[config.mk]
export PLATFORM = sky130hd
export DESIGN_NAME = mie_regs
export DESIGN_NICKNAME = d
export VERILOG_FILES = /design/src/hdl/mie_pkg.sv /design/src/hdl/mie_sync.sv /design/src/hdl/mie_wake_store.sv /design/src/hdl/mie_regs.sv
export SDC_FILE = /design/constraint.sdc
export NUM_CORES = 1
export LEC_CHECK = 0
export BUFFER_PORTS_ARGS = -buffer_cell sky130_fd_sc_hd__clkbuf_2
export CORE_MARGIN = 1.5
export CORE_UTILIZATION = 51
export DETAILED_ROUTE_END_ITERATION = 6
export GPL_ROUTABILITY_DRIVEN = 0
export GPL_TIMING_DRIVEN = 0
export HOLD_SLACK_MARGIN = 0.15
export PLACE_DENSITY = 0.7
export SYNTH_ARGS = -nofsm -noshare
export SYNTH_HDL_FRONTEND = slang
export SYNTH_SLANG_ARGS = --single-unit
[constraint.sdc]
create_clock -name mclk -period 10.3 [get_ports mclk]
set_input_delay 0 -clock mclk [delete_from_list [all_inputs] [get_ports mclk]]
set_output_delay 0 -clock mclk [all_outputs]
set_load 0.005 [all_outputs]
[src/hdl/mie_pkg.sv]
/*
  constants for the indirect extended-register portal: portal offsets,
  control field layout, device and register numbers, reset values.
  assumes a 16-bit management register space reached by a 5-bit address.
*/
package mie_pkg;

    // ==========================================================
    // portal registers in the basic management space
    localparam logic [4:0]  MIE_CTRL_PORT_ADDR = 5'h0d;
    localparam logic [4:0]  MIE_DATA_PORT_ADDR = 5'h0e;

    // ==========================================================
    // control port fields
    localparam int          MIE_OP_HI          = 15;
    localparam int          MIE_OP_LO          = 14;
    localparam int          MIE_DEV_HI         = 4;
    localparam int          MIE_DEV_LO         = 0;

    typedef enum logic [1:0] {
        MIE_OP_ADDR     = 2'h0,
        MIE_OP_DATA     = 2'h1,
        MIE_OP_DATA_INC = 2'h2,
        MIE_OP_DATA_WRI = 2'h3
    } mie_op_t;

    // ==========================================================
    // indirect devices and registers
    localparam logic [4:0]  MIE_DEV_PMA        = 5'h01;
    localparam logic [4:0]  MIE_DEV_PCS        = 5'h03;
    localparam logic [4:0]  MIE_DEV_AN         = 5'h07;
    localparam logic [4:0]  MIE_DEV_WAKE       = 5'h1f;
    localparam logic [15:0] MIE_REG_PMA_CTRL   = 16'h0000;
    localparam logic [15:0] MIE_REG_PMA_STAT   = 16'h0001;
    localparam logic [15:0] MIE_REG_PCS_CTRL   = 16'h0000;
    localparam logic [15:0] MIE_REG_EEE_ADV    = 16'h003c;
    localparam logic [15:0] MIE_REG_WAKE_CTRL  = 16'h0000;
    localparam logic [15:0] MIE_REG_WAKE_MAC0  = 16'h0019;
    localparam int          MIE_WAKE_MAC_WORDS = 3;

    // ==========================================================
    // bit positions
    localparam int          MIE_BIT_LPI_EN     = 12;
    localparam int          MIE_BIT_IDLE_LATCH = 8;
    localparam int          MIE_BIT_IDLE_LIVE  = 3;
    localparam int          MIE_BIT_RXC_STOP   = 10;
    localparam int          MIE_BIT_EEE_GIG    = 2;
    localparam int          MIE_BIT_EEE_100    = 1;

    // ==========================================================
    // reset values and writable masks
    localparam logic [15:0] MIE_PMA_CTRL_RST   = 16'h0000;
    localparam logic [15:0] MIE_PCS_CTRL_RST   = 16'h0c10;
    localparam logic [15:0] MIE_PCS_CTRL_WMASK = 16'h0ff3;
    localparam logic [15:0] MIE_EEE_ADV_RST    = 16'h0000;
    localparam logic [15:0] MIE_EEE_ADV_WMASK  = 16'h0002;
    localparam logic [15:0] MIE_WAKE_CTRL_RST  = 16'h0000;
    localparam logic [15:0] MIE_WAKE_CTRL_WMASK = 16'hc07f;
    localparam logic [15:0] MIE_ZERO16         = 16'h0000;
    localparam logic [15:0] MIE_ONE16          = 16'h0001;

endpackage

[src/hdl/mie_sync.sv]
/*
  three-stage synchroniser with agreement filter.
  assumes the input is a slow level from outside the mclk domain.
*/
`timescale 1ns/1ps
module mie_sync
(
    // clock and reset
    input  wire logic mclk,
    input  wire logic sys_rst,
    // level in and filtered level out
    input  wire logic async_in,
    output logic      level_out
);

    logic s1_q;
    logic s2_q;
    logic s3_q;

    // ==========================================================
    // chain: first stage is read only by the second
    always_ff @(posedge mclk)
    begin
        if (sys_rst)
        begin
            s1_q <= 1'b0;
            s2_q <= 1'b0;
            s3_q <= 1'b0;
        end
        else
        begin
            s1_q <= async_in;
            s2_q <= s1_q;
            s3_q <= s2_q;
        end
    end

    // a change counts once the last two stages agree
    always_ff @(posedge mclk)
    begin
        if (sys_rst)
            level_out <= 1'b0;
        else if (s2_q == s3_q)
            level_out <= s3_q;
    end

endmodule

[src/hdl/mie_wake_store.sv]
/*
  wake-up station address words of the wake device, kept in a small array.
  assumes the caller decodes the device and gives a register number.
*/
`timescale 1ns/1ps
module mie_wake_store
    import mie_pkg::*;
(
    // clock and reset
    input  wire logic        mclk,
    input  wire logic        sys_rst,
    // access
    input  wire logic [15:0] reg_num,
    input  wire logic        wr_en,
    input  wire logic [15:0] wr_data,
    // lookup
    output logic             hit,
    output logic [15:0]      rd_data
);

    logic [15:0] mac_q [MIE_WAKE_MAC_WORDS];
    logic [15:0] idx;

    assign idx = reg_num - MIE_REG_WAKE_MAC0;
    assign hit = (reg_num >= MIE_REG_WAKE_MAC0) && (idx < 16'(MIE_WAKE_MAC_WORDS));

    // ==========================================================
    // station address words, writable by software
    always_ff @(posedge mclk)
    begin
        if (sys_rst)
        begin
            for (int i = 0; i < MIE_WAKE_MAC_WORDS; i++)
                mac_q[i] <= MIE_ZERO16;
        end
        else if (wr_en && hit)
            mac_q[idx[1:0]] <= wr_data;
    end

    // read mux; zero outside the window
    always_comb
    begin
        rd_data = MIE_ZERO16;
        if (hit)
            rd_data = mac_q[idx[1:0]];
    end

endmodule

[src/hdl/mie_regs.sv]
/*
  indirect extended-register portal with the energy-efficient idle registers.
  assumes a management controller gives one-cycle read and write strobes
  on mclk with a 5-bit basic register address; idle status comes from
  the receive datapath on another clock and is synchronised here.
*/
// Functional notes
// - control write with code 00 and a device makes the next data write a register number.
// - in address mode a data port write loads the register number for the device.
// - control write with code 01 selects data access without changing the number.
// - in data mode a data port write stores into the selected indirect register.
// - code 10 returns the selected register on each read and then advances the number.
// - the wake device holds a three-word station address readable by sequential reads.
// - the idle-entered status bit latches high on idle entry and holds until read.
// - the idle live bit is read-only and shows the current idle state.
// - the receive clock stop permission bit resets to one and steers the clock stop output.
// - the gigabit capability bit is read-only and always zero.
// - the 100 Mb/s capability bit is writable and resets to zero.
// - the control op field decodes to address, data, increment on both, increment on writes.
// - the low five control bits select the indirect device for later accesses.
`timescale 1ns/1ps
module mie_regs
    import mie_pkg::*;
(
    // clock and reset
    input  wire logic        mclk,
    input  wire logic        sys_rst,
    // basic register access
    input  wire logic [4:0]  mgmt_addr,
    input  wire logic        mgmt_wr,
    input  wire logic        mgmt_rd,
    input  wire logic [15:0] mgmt_wdata,
    output logic [15:0]      mgmt_rdata,
    output logic             mgmt_hit,
    // idle status from the datapath
    input  wire logic        idle_live_raw,
    // controls to the datapath
    output logic             lpi_enable,
    output logic             rx_clock_stop_allow,
    output logic             eee_100_advertise,
    output logic [15:0]      wake_control
);
    import mie_pkg::*;

    logic [1:0]  indirect_op_code_q;
    logic [4:0]  indirect_device_select_q;
    logic [15:0] reg_num_q;
    logic [15:0] pma_control_one_q;
    logic [15:0] pcs_eee_control_one_q;
    logic [15:0] eee_advertise_q;
    logic [15:0] wake_ctrl_q;
    logic        idle_entered_latch_q;
    logic        idle_live_state;
    logic        idle_live_d1_q;
    logic        ctrl_wr;
    logic        data_wr;
    logic        data_rd;
    logic        data_mode;
    logic        ind_wr;
    logic        wake_hit;
    logic [15:0] wake_rdata;
    logic [15:0] ind_rdata;
    logic [15:0] pma_status_one;
    logic        stat_read;
    logic        idle_rise;

    // ==========================================================
    // helpers
    function automatic logic sel(input logic [4:0] dev, input logic [15:0] num,
                                 input logic [4:0] want_dev, input logic [15:0] want_num);
        sel = (dev == want_dev) && (num == want_num);
    endfunction

    function automatic logic [15:0] mwrite(input logic [15:0] old, input logic [15:0] nv,
                                           input logic [15:0] mask);
        mwrite = (old & ~mask) | (nv & mask);
    endfunction

    // ==========================================================
    // strobes
    assign ctrl_wr   = mgmt_wr && (mgmt_addr == MIE_CTRL_PORT_ADDR);
    assign data_wr   = mgmt_wr && (mgmt_addr == MIE_DATA_PORT_ADDR);
    assign data_rd   = mgmt_rd && (mgmt_addr == MIE_DATA_PORT_ADDR);
    assign data_mode = (indirect_op_code_q != MIE_OP_ADDR);
    assign ind_wr    = data_wr && data_mode;
    assign mgmt_hit  = (mgmt_addr == MIE_CTRL_PORT_ADDR) || (mgmt_addr == MIE_DATA_PORT_ADDR);

    // ==========================================================
    // control port: op code and device select
    always_ff @(posedge mclk)
    begin
        if (sys_rst)
        begin
            indirect_op_code_q       <= MIE_OP_ADDR;
            indirect_device_select_q <= 5'h00;
        end
        else if (ctrl_wr)
        begin
            indirect_op_code_q       <= mgmt_wdata[MIE_OP_HI:MIE_OP_LO];
            indirect_device_select_q <= mgmt_wdata[MIE_DEV_HI:MIE_DEV_LO];
        end
    end

    // ==========================================================
    // register number: load in address mode, post increment per op code
    always_ff @(posedge mclk)
    begin
        if (sys_rst)
            reg_num_q <= MIE_ZERO16;
        else if (data_wr && !data_mode)
            reg_num_q <= mgmt_wdata;
        else if (data_wr && indirect_op_code_q[1])
            reg_num_q <= reg_num_q + MIE_ONE16;
        else if (data_rd && (indirect_op_code_q == MIE_OP_DATA_INC))
            reg_num_q <= reg_num_q + MIE_ONE16;
    end

    // ==========================================================
    // pma control: whole word writable
    always_ff @(posedge mclk)
    begin
        if (sys_rst)
            pma_control_one_q <= MIE_PMA_CTRL_RST;
        else if (ind_wr && sel(indirect_device_select_q, reg_num_q, MIE_DEV_PMA, MIE_REG_PMA_CTRL))
            pma_control_one_q <= mgmt_wdata;
    end

    // pcs control: read-only bits 15:12 and 3:2 keep their reset value
    always_ff @(posedge mclk)
    begin
        if (sys_rst)
            pcs_eee_control_one_q <= MIE_PCS_CTRL_RST;
        else if (ind_wr && sel(indirect_device_select_q, reg_num_q, MIE_DEV_PCS, MIE_REG_PCS_CTRL))
            pcs_eee_control_one_q <= mwrite(pcs_eee_control_one_q, mgmt_wdata, MIE_PCS_CTRL_WMASK);
    end

    // advertisement: only the 100 Mb/s bit can change
    always_ff @(posedge mclk)
    begin
        if (sys_rst)
            eee_advertise_q <= MIE_EEE_ADV_RST;
        else if (ind_wr && sel(indirect_device_select_q, reg_num_q, MIE_DEV_AN, MIE_REG_EEE_ADV))
            eee_advertise_q <= mwrite(eee_advertise_q, mgmt_wdata, MIE_EEE_ADV_WMASK);
    end

    // wake control
    always_ff @(posedge mclk)
    begin
        if (sys_rst)
            wake_ctrl_q <= MIE_WAKE_CTRL_RST;
        else if (ind_wr && sel(indirect_device_select_q, reg_num_q, MIE_DEV_WAKE, MIE_REG_WAKE_CTRL))
            wake_ctrl_q <= mwrite(wake_ctrl_q, mgmt_wdata, MIE_WAKE_CTRL_WMASK);
    end

    // station address words live in their own store
    mie_wake_store u_wake
    (
        .mclk    (mclk),
        .sys_rst (sys_rst),
        .reg_num (reg_num_q),
        .wr_en   (ind_wr && (indirect_device_select_q == MIE_DEV_WAKE)),
        .wr_data (mgmt_wdata),
        .hit     (wake_hit),
        .rd_data (wake_rdata)
    );

    // ==========================================================
    // idle status: synchronised, then latched on rising edge
    mie_sync u_idle_sync
    (
        .mclk      (mclk),
        .sys_rst   (sys_rst),
        .async_in  (idle_live_raw),
        .level_out (idle_live_state)
    );

    always_ff @(posedge mclk)
    begin
        if (sys_rst)
            idle_live_d1_q <= 1'b0;
        else
            idle_live_d1_q <= idle_live_state;
    end

    assign idle_rise = idle_live_state && !idle_live_d1_q;
    // an address-mode read of the data port returns the number, not the status, so it must not clear
    assign stat_read = data_rd && data_mode && sel(indirect_device_select_q, reg_num_q, MIE_DEV_PMA, MIE_REG_PMA_STAT);

    // a new entry in the read cycle wins over the clear, so no event is lost
    always_ff @(posedge mclk)
    begin
        if (sys_rst)
            idle_entered_latch_q <= 1'b0;
        else if (idle_rise)
            idle_entered_latch_q <= 1'b1;
        else if (stat_read)
            idle_entered_latch_q <= 1'b0;
    end

    // ==========================================================
    // status word: reserved bits read zero
    always_comb
    begin
        pma_status_one = MIE_ZERO16;
        pma_status_one[MIE_BIT_IDLE_LATCH] = idle_entered_latch_q;
        pma_status_one[MIE_BIT_IDLE_LIVE]  = idle_live_state;
    end

    // indirect read mux; unimplemented registers read zero
    always_comb
    begin
        ind_rdata = MIE_ZERO16;
        if (sel(indirect_device_select_q, reg_num_q, MIE_DEV_PMA, MIE_REG_PMA_CTRL))
            ind_rdata = pma_control_one_q;
        else if (sel(indirect_device_select_q, reg_num_q, MIE_DEV_PMA, MIE_REG_PMA_STAT))
            ind_rdata = pma_status_one;
        else if (sel(indirect_device_select_q, reg_num_q, MIE_DEV_PCS, MIE_REG_PCS_CTRL))
            ind_rdata = pcs_eee_control_one_q;
        else if (sel(indirect_device_select_q, reg_num_q, MIE_DEV_AN, MIE_REG_EEE_ADV))
            ind_rdata = eee_advertise_q;
        else if (sel(indirect_device_select_q, reg_num_q, MIE_DEV_WAKE, MIE_REG_WAKE_CTRL))
            ind_rdata = wake_ctrl_q;
        else if ((indirect_device_select_q == MIE_DEV_WAKE) && wake_hit)
            ind_rdata = wake_rdata;
    end

    // port read data, registered on the read strobe
    always_ff @(posedge mclk)
    begin
        if (sys_rst)
            mgmt_rdata <= MIE_ZERO16;
        else if (mgmt_rd && (mgmt_addr == MIE_CTRL_PORT_ADDR))
            mgmt_rdata <= {indirect_op_code_q, 9'h000, indirect_device_select_q};
        else if (data_rd)
            mgmt_rdata <= data_mode ? ind_rdata : reg_num_q;
        else if (mgmt_rd)
            mgmt_rdata <= MIE_ZERO16;
    end

    // ==========================================================
    // controls out
    assign lpi_enable          = pma_control_one_q[MIE_BIT_LPI_EN];
    assign rx_clock_stop_allow = pcs_eee_control_one_q[MIE_BIT_RXC_STOP];
    assign eee_100_advertise   = eee_advertise_q[MIE_BIT_EEE_100];
    assign wake_control        = wake_ctrl_q;

    // ==========================================================
    // assertions
    gig_zero_a: assert property (@(posedge mclk) disable iff (sys_rst)
        !eee_advertise_q[MIE_BIT_EEE_GIG])
        else $error("gigabit capability bit set");
    inc_read_a: assert property (@(posedge mclk) disable iff (sys_rst)
        (data_rd && indirect_op_code_q == MIE_OP_DATA_INC && !data_wr) |=> reg_num_q == $past(reg_num_q) + 16'h0001)
        else $error("post increment on read missing");
    noinc_read_a: assert property (@(posedge mclk) disable iff (sys_rst)
        (data_rd && indirect_op_code_q == MIE_OP_DATA && !data_wr) |=> $stable(reg_num_q))
        else $error("number moved without increment");
    addr_load_a: assert property (@(posedge mclk) disable iff (sys_rst)
        (data_wr && indirect_op_code_q == MIE_OP_ADDR) |=> reg_num_q == $past(mgmt_wdata))
        else $error("register number not loaded");
    ctrl_load_a: assert property (@(posedge mclk) disable iff (sys_rst)
        ctrl_wr |=> indirect_device_select_q == $past(mgmt_wdata[4:0]) && indirect_op_code_q == $past(mgmt_wdata[15:14]))
        else $error("control port not loaded");
    latch_hold_a: assert property (@(posedge mclk) disable iff (sys_rst)
        (idle_entered_latch_q && !stat_read) |=> idle_entered_latch_q)
        else $error("idle latch dropped without read");
    latch_set_a: assert property (@(posedge mclk) disable iff (sys_rst)
        idle_rise |=> idle_entered_latch_q)
        else $error("idle latch not set");
    live_ro_a: assert property (@(posedge mclk) disable iff (sys_rst)
        stat_read |=> mgmt_rdata[MIE_BIT_IDLE_LIVE] == $past(idle_live_state))
        else $error("live idle bit wrong");
    inc_write_a: assert property (@(posedge mclk) disable iff (sys_rst)
        (data_wr && indirect_op_code_q[1]) |=> reg_num_q == $past(reg_num_q) + 16'h0001)
        else $error("post increment on write missing");
    adv_mask_a: assert property (@(posedge mclk) disable iff (sys_rst)
        (eee_advertise_q & ~MIE_EEE_ADV_WMASK) == 16'h0000)
        else $error("read-only advertisement bits changed");
    pcs_ro_a: assert property (@(posedge mclk) disable iff (sys_rst)
        (pcs_eee_control_one_q & ~MIE_PCS_CTRL_WMASK) == (MIE_PCS_CTRL_RST & ~MIE_PCS_CTRL_WMASK))
        else $error("read-only pcs bits changed");
    rst_stop_a: assert property (@(posedge mclk) $past(sys_rst) |-> rx_clock_stop_allow && !eee_100_advertise)
        else $error("wrong reset value");

    inc_cov_c: cover property (@(posedge mclk) disable iff (sys_rst)
        data_rd && indirect_op_code_q == MIE_OP_DATA_INC ##2 data_rd ##2 data_rd);
    wr_cov_c: cover property (@(posedge mclk) disable iff (sys_rst) ind_wr && wake_hit);
    latch_cov_c: cover property (@(posedge mclk) disable iff (sys_rst) idle_rise && stat_read);
    adv_cov_c: cover property (@(posedge mclk) disable iff (sys_rst) $rose(eee_100_advertise));

endmodule

======== Yosys cells after proc, flatten, opt, wreduce, memory -nomap -nowiden ========
Memory sizes are Yosys's and may differ from the RTL's.
Index checks and enable logic that the tools add are counted.
word-level totals
  memories kept ........................... 1
  output and inout bits ................... 36
  bits in latches ......................... 0
  input port bits ......................... 26
  register bits after elaboration ......... 109
  ROM bits ................................ 0
  memory bits (writable) .................. 48
operators by class
  reduce and logical (&&, ||, !) cells .... 35
  multipliers ............................. 0
  shift operators ......................... 0
  muxes and demuxes ....................... 24
  add/subtract/negate cells ............... 2
  div/mod/pow operators ................... 0
  bitwise operators ....................... 3
  eq/ne operators ......................... 10
  order comparisons ....................... 2
memory list
  name          words  width  read ports  clocked after memory_dff  wr ports  RTL line              RTL
  u_wake.mac_q  3      16     1           0                         3         mie_wake_store.sv:21  logic [15:0] mac_q [MIE_WAKE_MAC_WORDS];
operator list
  kind                     count
  $mux W16                 15
  $logic_and A1 B1 Y1      24
  $add A16 B1 Y16 const B  1
  $eq A16 B1 Y1 const B    1
  $eq A16 B6 Y1 const B    1
  $ge A16 B5 Y1 const B    1
  $logic_not A16 Y1        1
  $lt A16 B2 Y1 const B    1
  $or A14 B16 Y16          1
  $or A16 B12 Y16          1
  $or A16 B2 Y16           1
  $reduce_or A16 Y1        1
  $sub A16 B5 Y16 const B  1
  $eq A5 B4 Y1 const B     2
  $mux W1                  8
  $reduce_bool A2 Y1       3
  $reduce_bool A3 Y1       2
  $eq A5 B1 Y1 const B     1
  $eq A5 B2 Y1 const B     1
  $eq A5 B3 Y1 const B     1
  $eq A5 B5 Y1 const B     1
  $eq A2 B2 Y1 const B     1
  $logic_not A1 Y1         2
  $mux W2                  1
  3 further kinds          3

======== Longest topological paths before layout ========
  depth after elaboration ................. 13
  depth in mapped cells ................... 13
  mapped depth without buffers ............ 8

======== Cells and area by module ========
A second synthesis with hierarchy kept.
unflattened totals
  cells, all modules ...................... 793
  area, all modules ....................... 7,892.6 sq um
by module, submodules not included
  module          cells each  sequential area each (sq um)  instances  area each (sq um)
  mie_regs        514         1,541.5                       1          4,209.0
  mie_wake_store  269         1,921.8                       1          3,570.9
  mie_sync        10          80.1                          1          112.6

======== Worst setup path before layout ========
No wires, ideal clock.
  kind .................................... reg2reg
  from .................................... reg reg_num_q[0]
  to ...................................... mem u_wake.mac_q[1][0] (enable)
  period minus slack after synthesis ...... 3,515 ps
  arrival time ............................ 3,148 ps
  path slack .............................. 6,785 ps
  stages on the path, launching flop included .. 14
  path through ............................ dfxtp_1 -> buf_2 -> buf_2 -> buf_2 -> inv_1 -> ha_1 -> buf_2 -> nor2b_1 -> a2111oi_2 -> o2111ai_2 -> nor2_2 -> and4b_4 -> buf_6 -> a21o_1
RTL lines
  what                      RTL line              RTL
  start: declaration        mie_regs.sv:47        logic [15:0] reg_num_q;
  start signal: assignment  mie_regs.sv:111       reg_num_q <= mgmt_wdata;
  start signal: assignment  mie_regs.sv:113       reg_num_q <= reg_num_q + MIE_ONE16;
  start signal: assignment  mie_regs.sv:115       reg_num_q <= reg_num_q + MIE_ONE16;
  end: declaration          mie_wake_store.sv:21

==> reports/qor.txt <==
Sequential area share after synthesis: 49.0%
Antenna-violating nets left: 0
Crit. End Element: flop
Clock Skew: 0.00984 ns
Port bufs: 53
Ant. Diodes: 0
Final wirelength: 22.2 mm
Hpwl dp: 15.8 mm
Row cnt: 43
Tot GR Track Use: 31.1%
Core area: 0.0139 mm2
Mapped Area: 0.00723 mm2
Peak supply drop: 0.000126 V
CP max stage cell: a21o_1
Maximum operating frequency: 219 MHz
Met3 usage in global routing: 9.13%
Drt first pass iters: 5
WS Path Type: reg2reg
Leading cell type by number of instances after synthesis: nand2_1
CTS tree: built
Total grt overflow: 0
Run status: finished clean
Fin util: 62.0%
# H-tree levels: 4
Cell count after synthesis: 737
Pleak: 3.28 nW
Final-report hold violation count: 0
Inserted Clock Buffers: 17
Synth Warn #: 0
Area of the multi-input gates: 0.00338 mm2
Avg Cell Area, Syn: 9.81 um2
Mux cell area share after synthesis: 5.26%
Main combinational cell family by area after synthesis: simple AND/OR/NAND/NOR gates
CP max stage delay: 0.64 ns
DRC: 0
Via/cell ratio: 6.24
Synth area leader: edfxtp_1
RSZ-0062 raised after global routing: false
Share of cells above drive strength 1: 17.1%
Clock sinks: 145
Area Overhead vs Synth: 19.0%
Worst hold path class: in2reg
CP Max Fanout: 16
# Max-Cap Violations: 0
Root Buffer: clkbuf_16
Largest net degree at the start of global routing: 17
Fill cell count: 1157
Synth top area share: 26.6%
Xor/xnor cell area share of the yosys netlist: 0.727%
Tcrit/Tclk final: 44.3%
WL per Instance: 21.3 um
Clock Latency Late Sink: 0.43 ns
Final #Nets: 881
Ys flop type: dfxtp_1
Setup TNS: 0 ns
Die Area: 0.0149 mm2
CTS max path bufs: 2
Hold Worst Slack: 0.205 ns
Simple-gate share of the synthesized area: 22.4%
Post-CTS sizing: 0
Measured slew at the worst slew-check pin: 1.01 ns
Number of enable flip-flop cells after synthesis: 64
Setup-failing EPs final: 0
Vias in the first global route: 6137
Clk slew on worst S/H paths: 0.06 ns
Async set or reset register ratio after synthesis: 0%
Cell area power density: 157 mW/mm2
Storage element area: 0.00354 mm2
GR Layer Usage met2: 49.6%
Top cells by count, synth: nand2_1 (102), dfxtp_1 (81), a21oi_1 (71), edfxtp_1 (64), and3_1 (56)
Gr busiest metal: met2
CP arrival: 4.61 ns
Synth top area cells: edfxtp_1 (27%), dfxtp_1 (22%), nand2_1 (5.3%)
Worst setup SP type: flop
Die height: 122 um
Tmin final: 4.56 ns
Initial DRC Count: 780
Relative slew slack: 32.4%
Ports: 62
Worst path most repeated cell: buf_2
First-pass GRT wire length: 34.0 mm
Area share of fa/ha/maj cells after synthesis: 1.04%
Met1 Resource Use GR: 39.1%
Critical Path RT: 10.35 ns
Die X: 122 um
Worst path cell trace: buf_2 > buf_2 > buf_2 > inv_1 > ha_1 > buf_2 > nor2b_1 > a2111oi_2 > o2111ai_2 > nor2_2 > and4b_4 > buf_6 > a21o_1
Slew Viols, Final: 0
Unique masters post-synth: 73
Via Count: 6498
Initial Utilization: 52.1%
Compound-gate portion of the synthesized area: 16.2%
FF+latch count, synth: 145
Antenna violations before repair: 0
## routing by layer
metal / routed length, um / up-vias
met4: 962 / 0
met1: 8430 / 3081
met3: 2420 / 78
li1: - / 2937
met5: 0 / -
met2: 10400 / 402
## layout make-up
class                   count  area share (%)
plain buffers              65            4.06
clock buffers              22            5.53
clock inverters            10            1.72
inverters                  10           0.436
multi-input cells         539            39.3
flip-flops and latches    145            41.2
well taps                 180            2.62
repair buffers             71            5.18
## timing repair
action                                  in CTS  in global routing
buffers inserted                             0                  0
hold endpoints to repair                   116                  0
endpoints found under the setup margin       0                  0
hold buffers                                18                  0
## path summary, 6_finish.rpt
path,slack (ns),cells past startpoint,startpoint,to
worst min-delay path,0.21,5,mgmt_rd,mgmt_rdata[3]
worst max-delay path,5.74,13,reg_num_q[0],u_wake.mac_q[2][10]
worst min register to register,0.45,1,u_idle_sync.s1_q,u_idle_sync.s2_q
worst max register to register,5.74,13,reg_num_q[0],u_wake.mac_q[2][10]
## flip-flops by register name, summed over array words and instances, names as in the netlist
signal / flops
pcs_eee_control_one_q: 10
pma_control_one_q: 16
u_idle_sync.level_out: 1
mgmt_rdata: 16
reg_num_q: 16
u_wake.mac_q: 64
indirect_device_select_q: 5
wake_control: 9
idle_entered_latch_q: 1
u_idle_sync.s2_q: 1
u_idle_sync.s3_q: 1
indirect_op_code_q: 2
u_idle_sync.s1_q: 1
idle_live_d1_q: 1
eee_advertise_q: 1
## stage by stage
step,setup slack [ns],total power [mW],instance area [um2],std cells
finish,5.74,1.35,8600,1042
global placement,5.94,0.699,7800,992
global route,5.48,1.38,8600,1042
floorplan,6.78,0.671,7310,759
detailed placement,5.76,0.702,7800,992
CTS,5.77,1.35,8600,1042
## worst max-delay path, delay by kind of cell, from the launching register on
family	cells	cell delay, ns
AOI/OAI and AO/OA	3	1.15
adders and majority gates	1	0.24
buffers and inverters	6	1.63
DFF	1	0.40
and+or+nand+nor	3	0.75
## power by group
part           switching (mW)  total, mW  internal [mW]
clock network           0.248      0.653          0.405
registers             0.00562      0.622          0.617
logic                  0.0480     0.0749         0.0270
total                   0.302       1.35           1.05
## placed cells by master (no fill, tap or decap), types with 5 or more instances in the layout
| master | n |
|---|---|
| nor3_1 | 14 |
| conb_1 | 23 |
| inv_1 | 10 |
| nor4_1 | 7 |
| ha_1 | 6 |
| a21oi_1 | 71 |
| nand4_1 | 10 |
| nand3_1 | 39 |
| buf_2 | 15 |
| mux4_2 | 16 |
| a31oi_1 | 8 |
| clkbuf_1 | 35 |
| dfxtp_1 | 81 |
| a22oi_1 | 9 |
| nand2b_1 | 7 |
| nor2b_1 | 14 |
| and3_1 | 56 |
| buf_6 | 7 |
| a211o_1 | 6 |
| clkbuf_16 | 18 |
| a211oi_1 | 6 |
| buf_4 | 9 |
| nand2_1 | 102 |
| dlygate4sd3_1 | 18 |
| nor2_1 | 27 |
| clkbuf_2 | 53 |
| edfxtp_1 | 64 |
| xnor2_1 | 5 |
| o21ai_0 | 36 |
## kinds of logic after synthesis
kind of cell / Yosys count
muxes: 18
buffers and inverters: 75
adders and majority gates: 6
DFF: 145
other: 1
AOI/OAI and AO/OA: 181
and+or+nand+nor: 305
xor gates and xnor gates: 6
No activity file was read; power rests on OpenSTA's default activity.
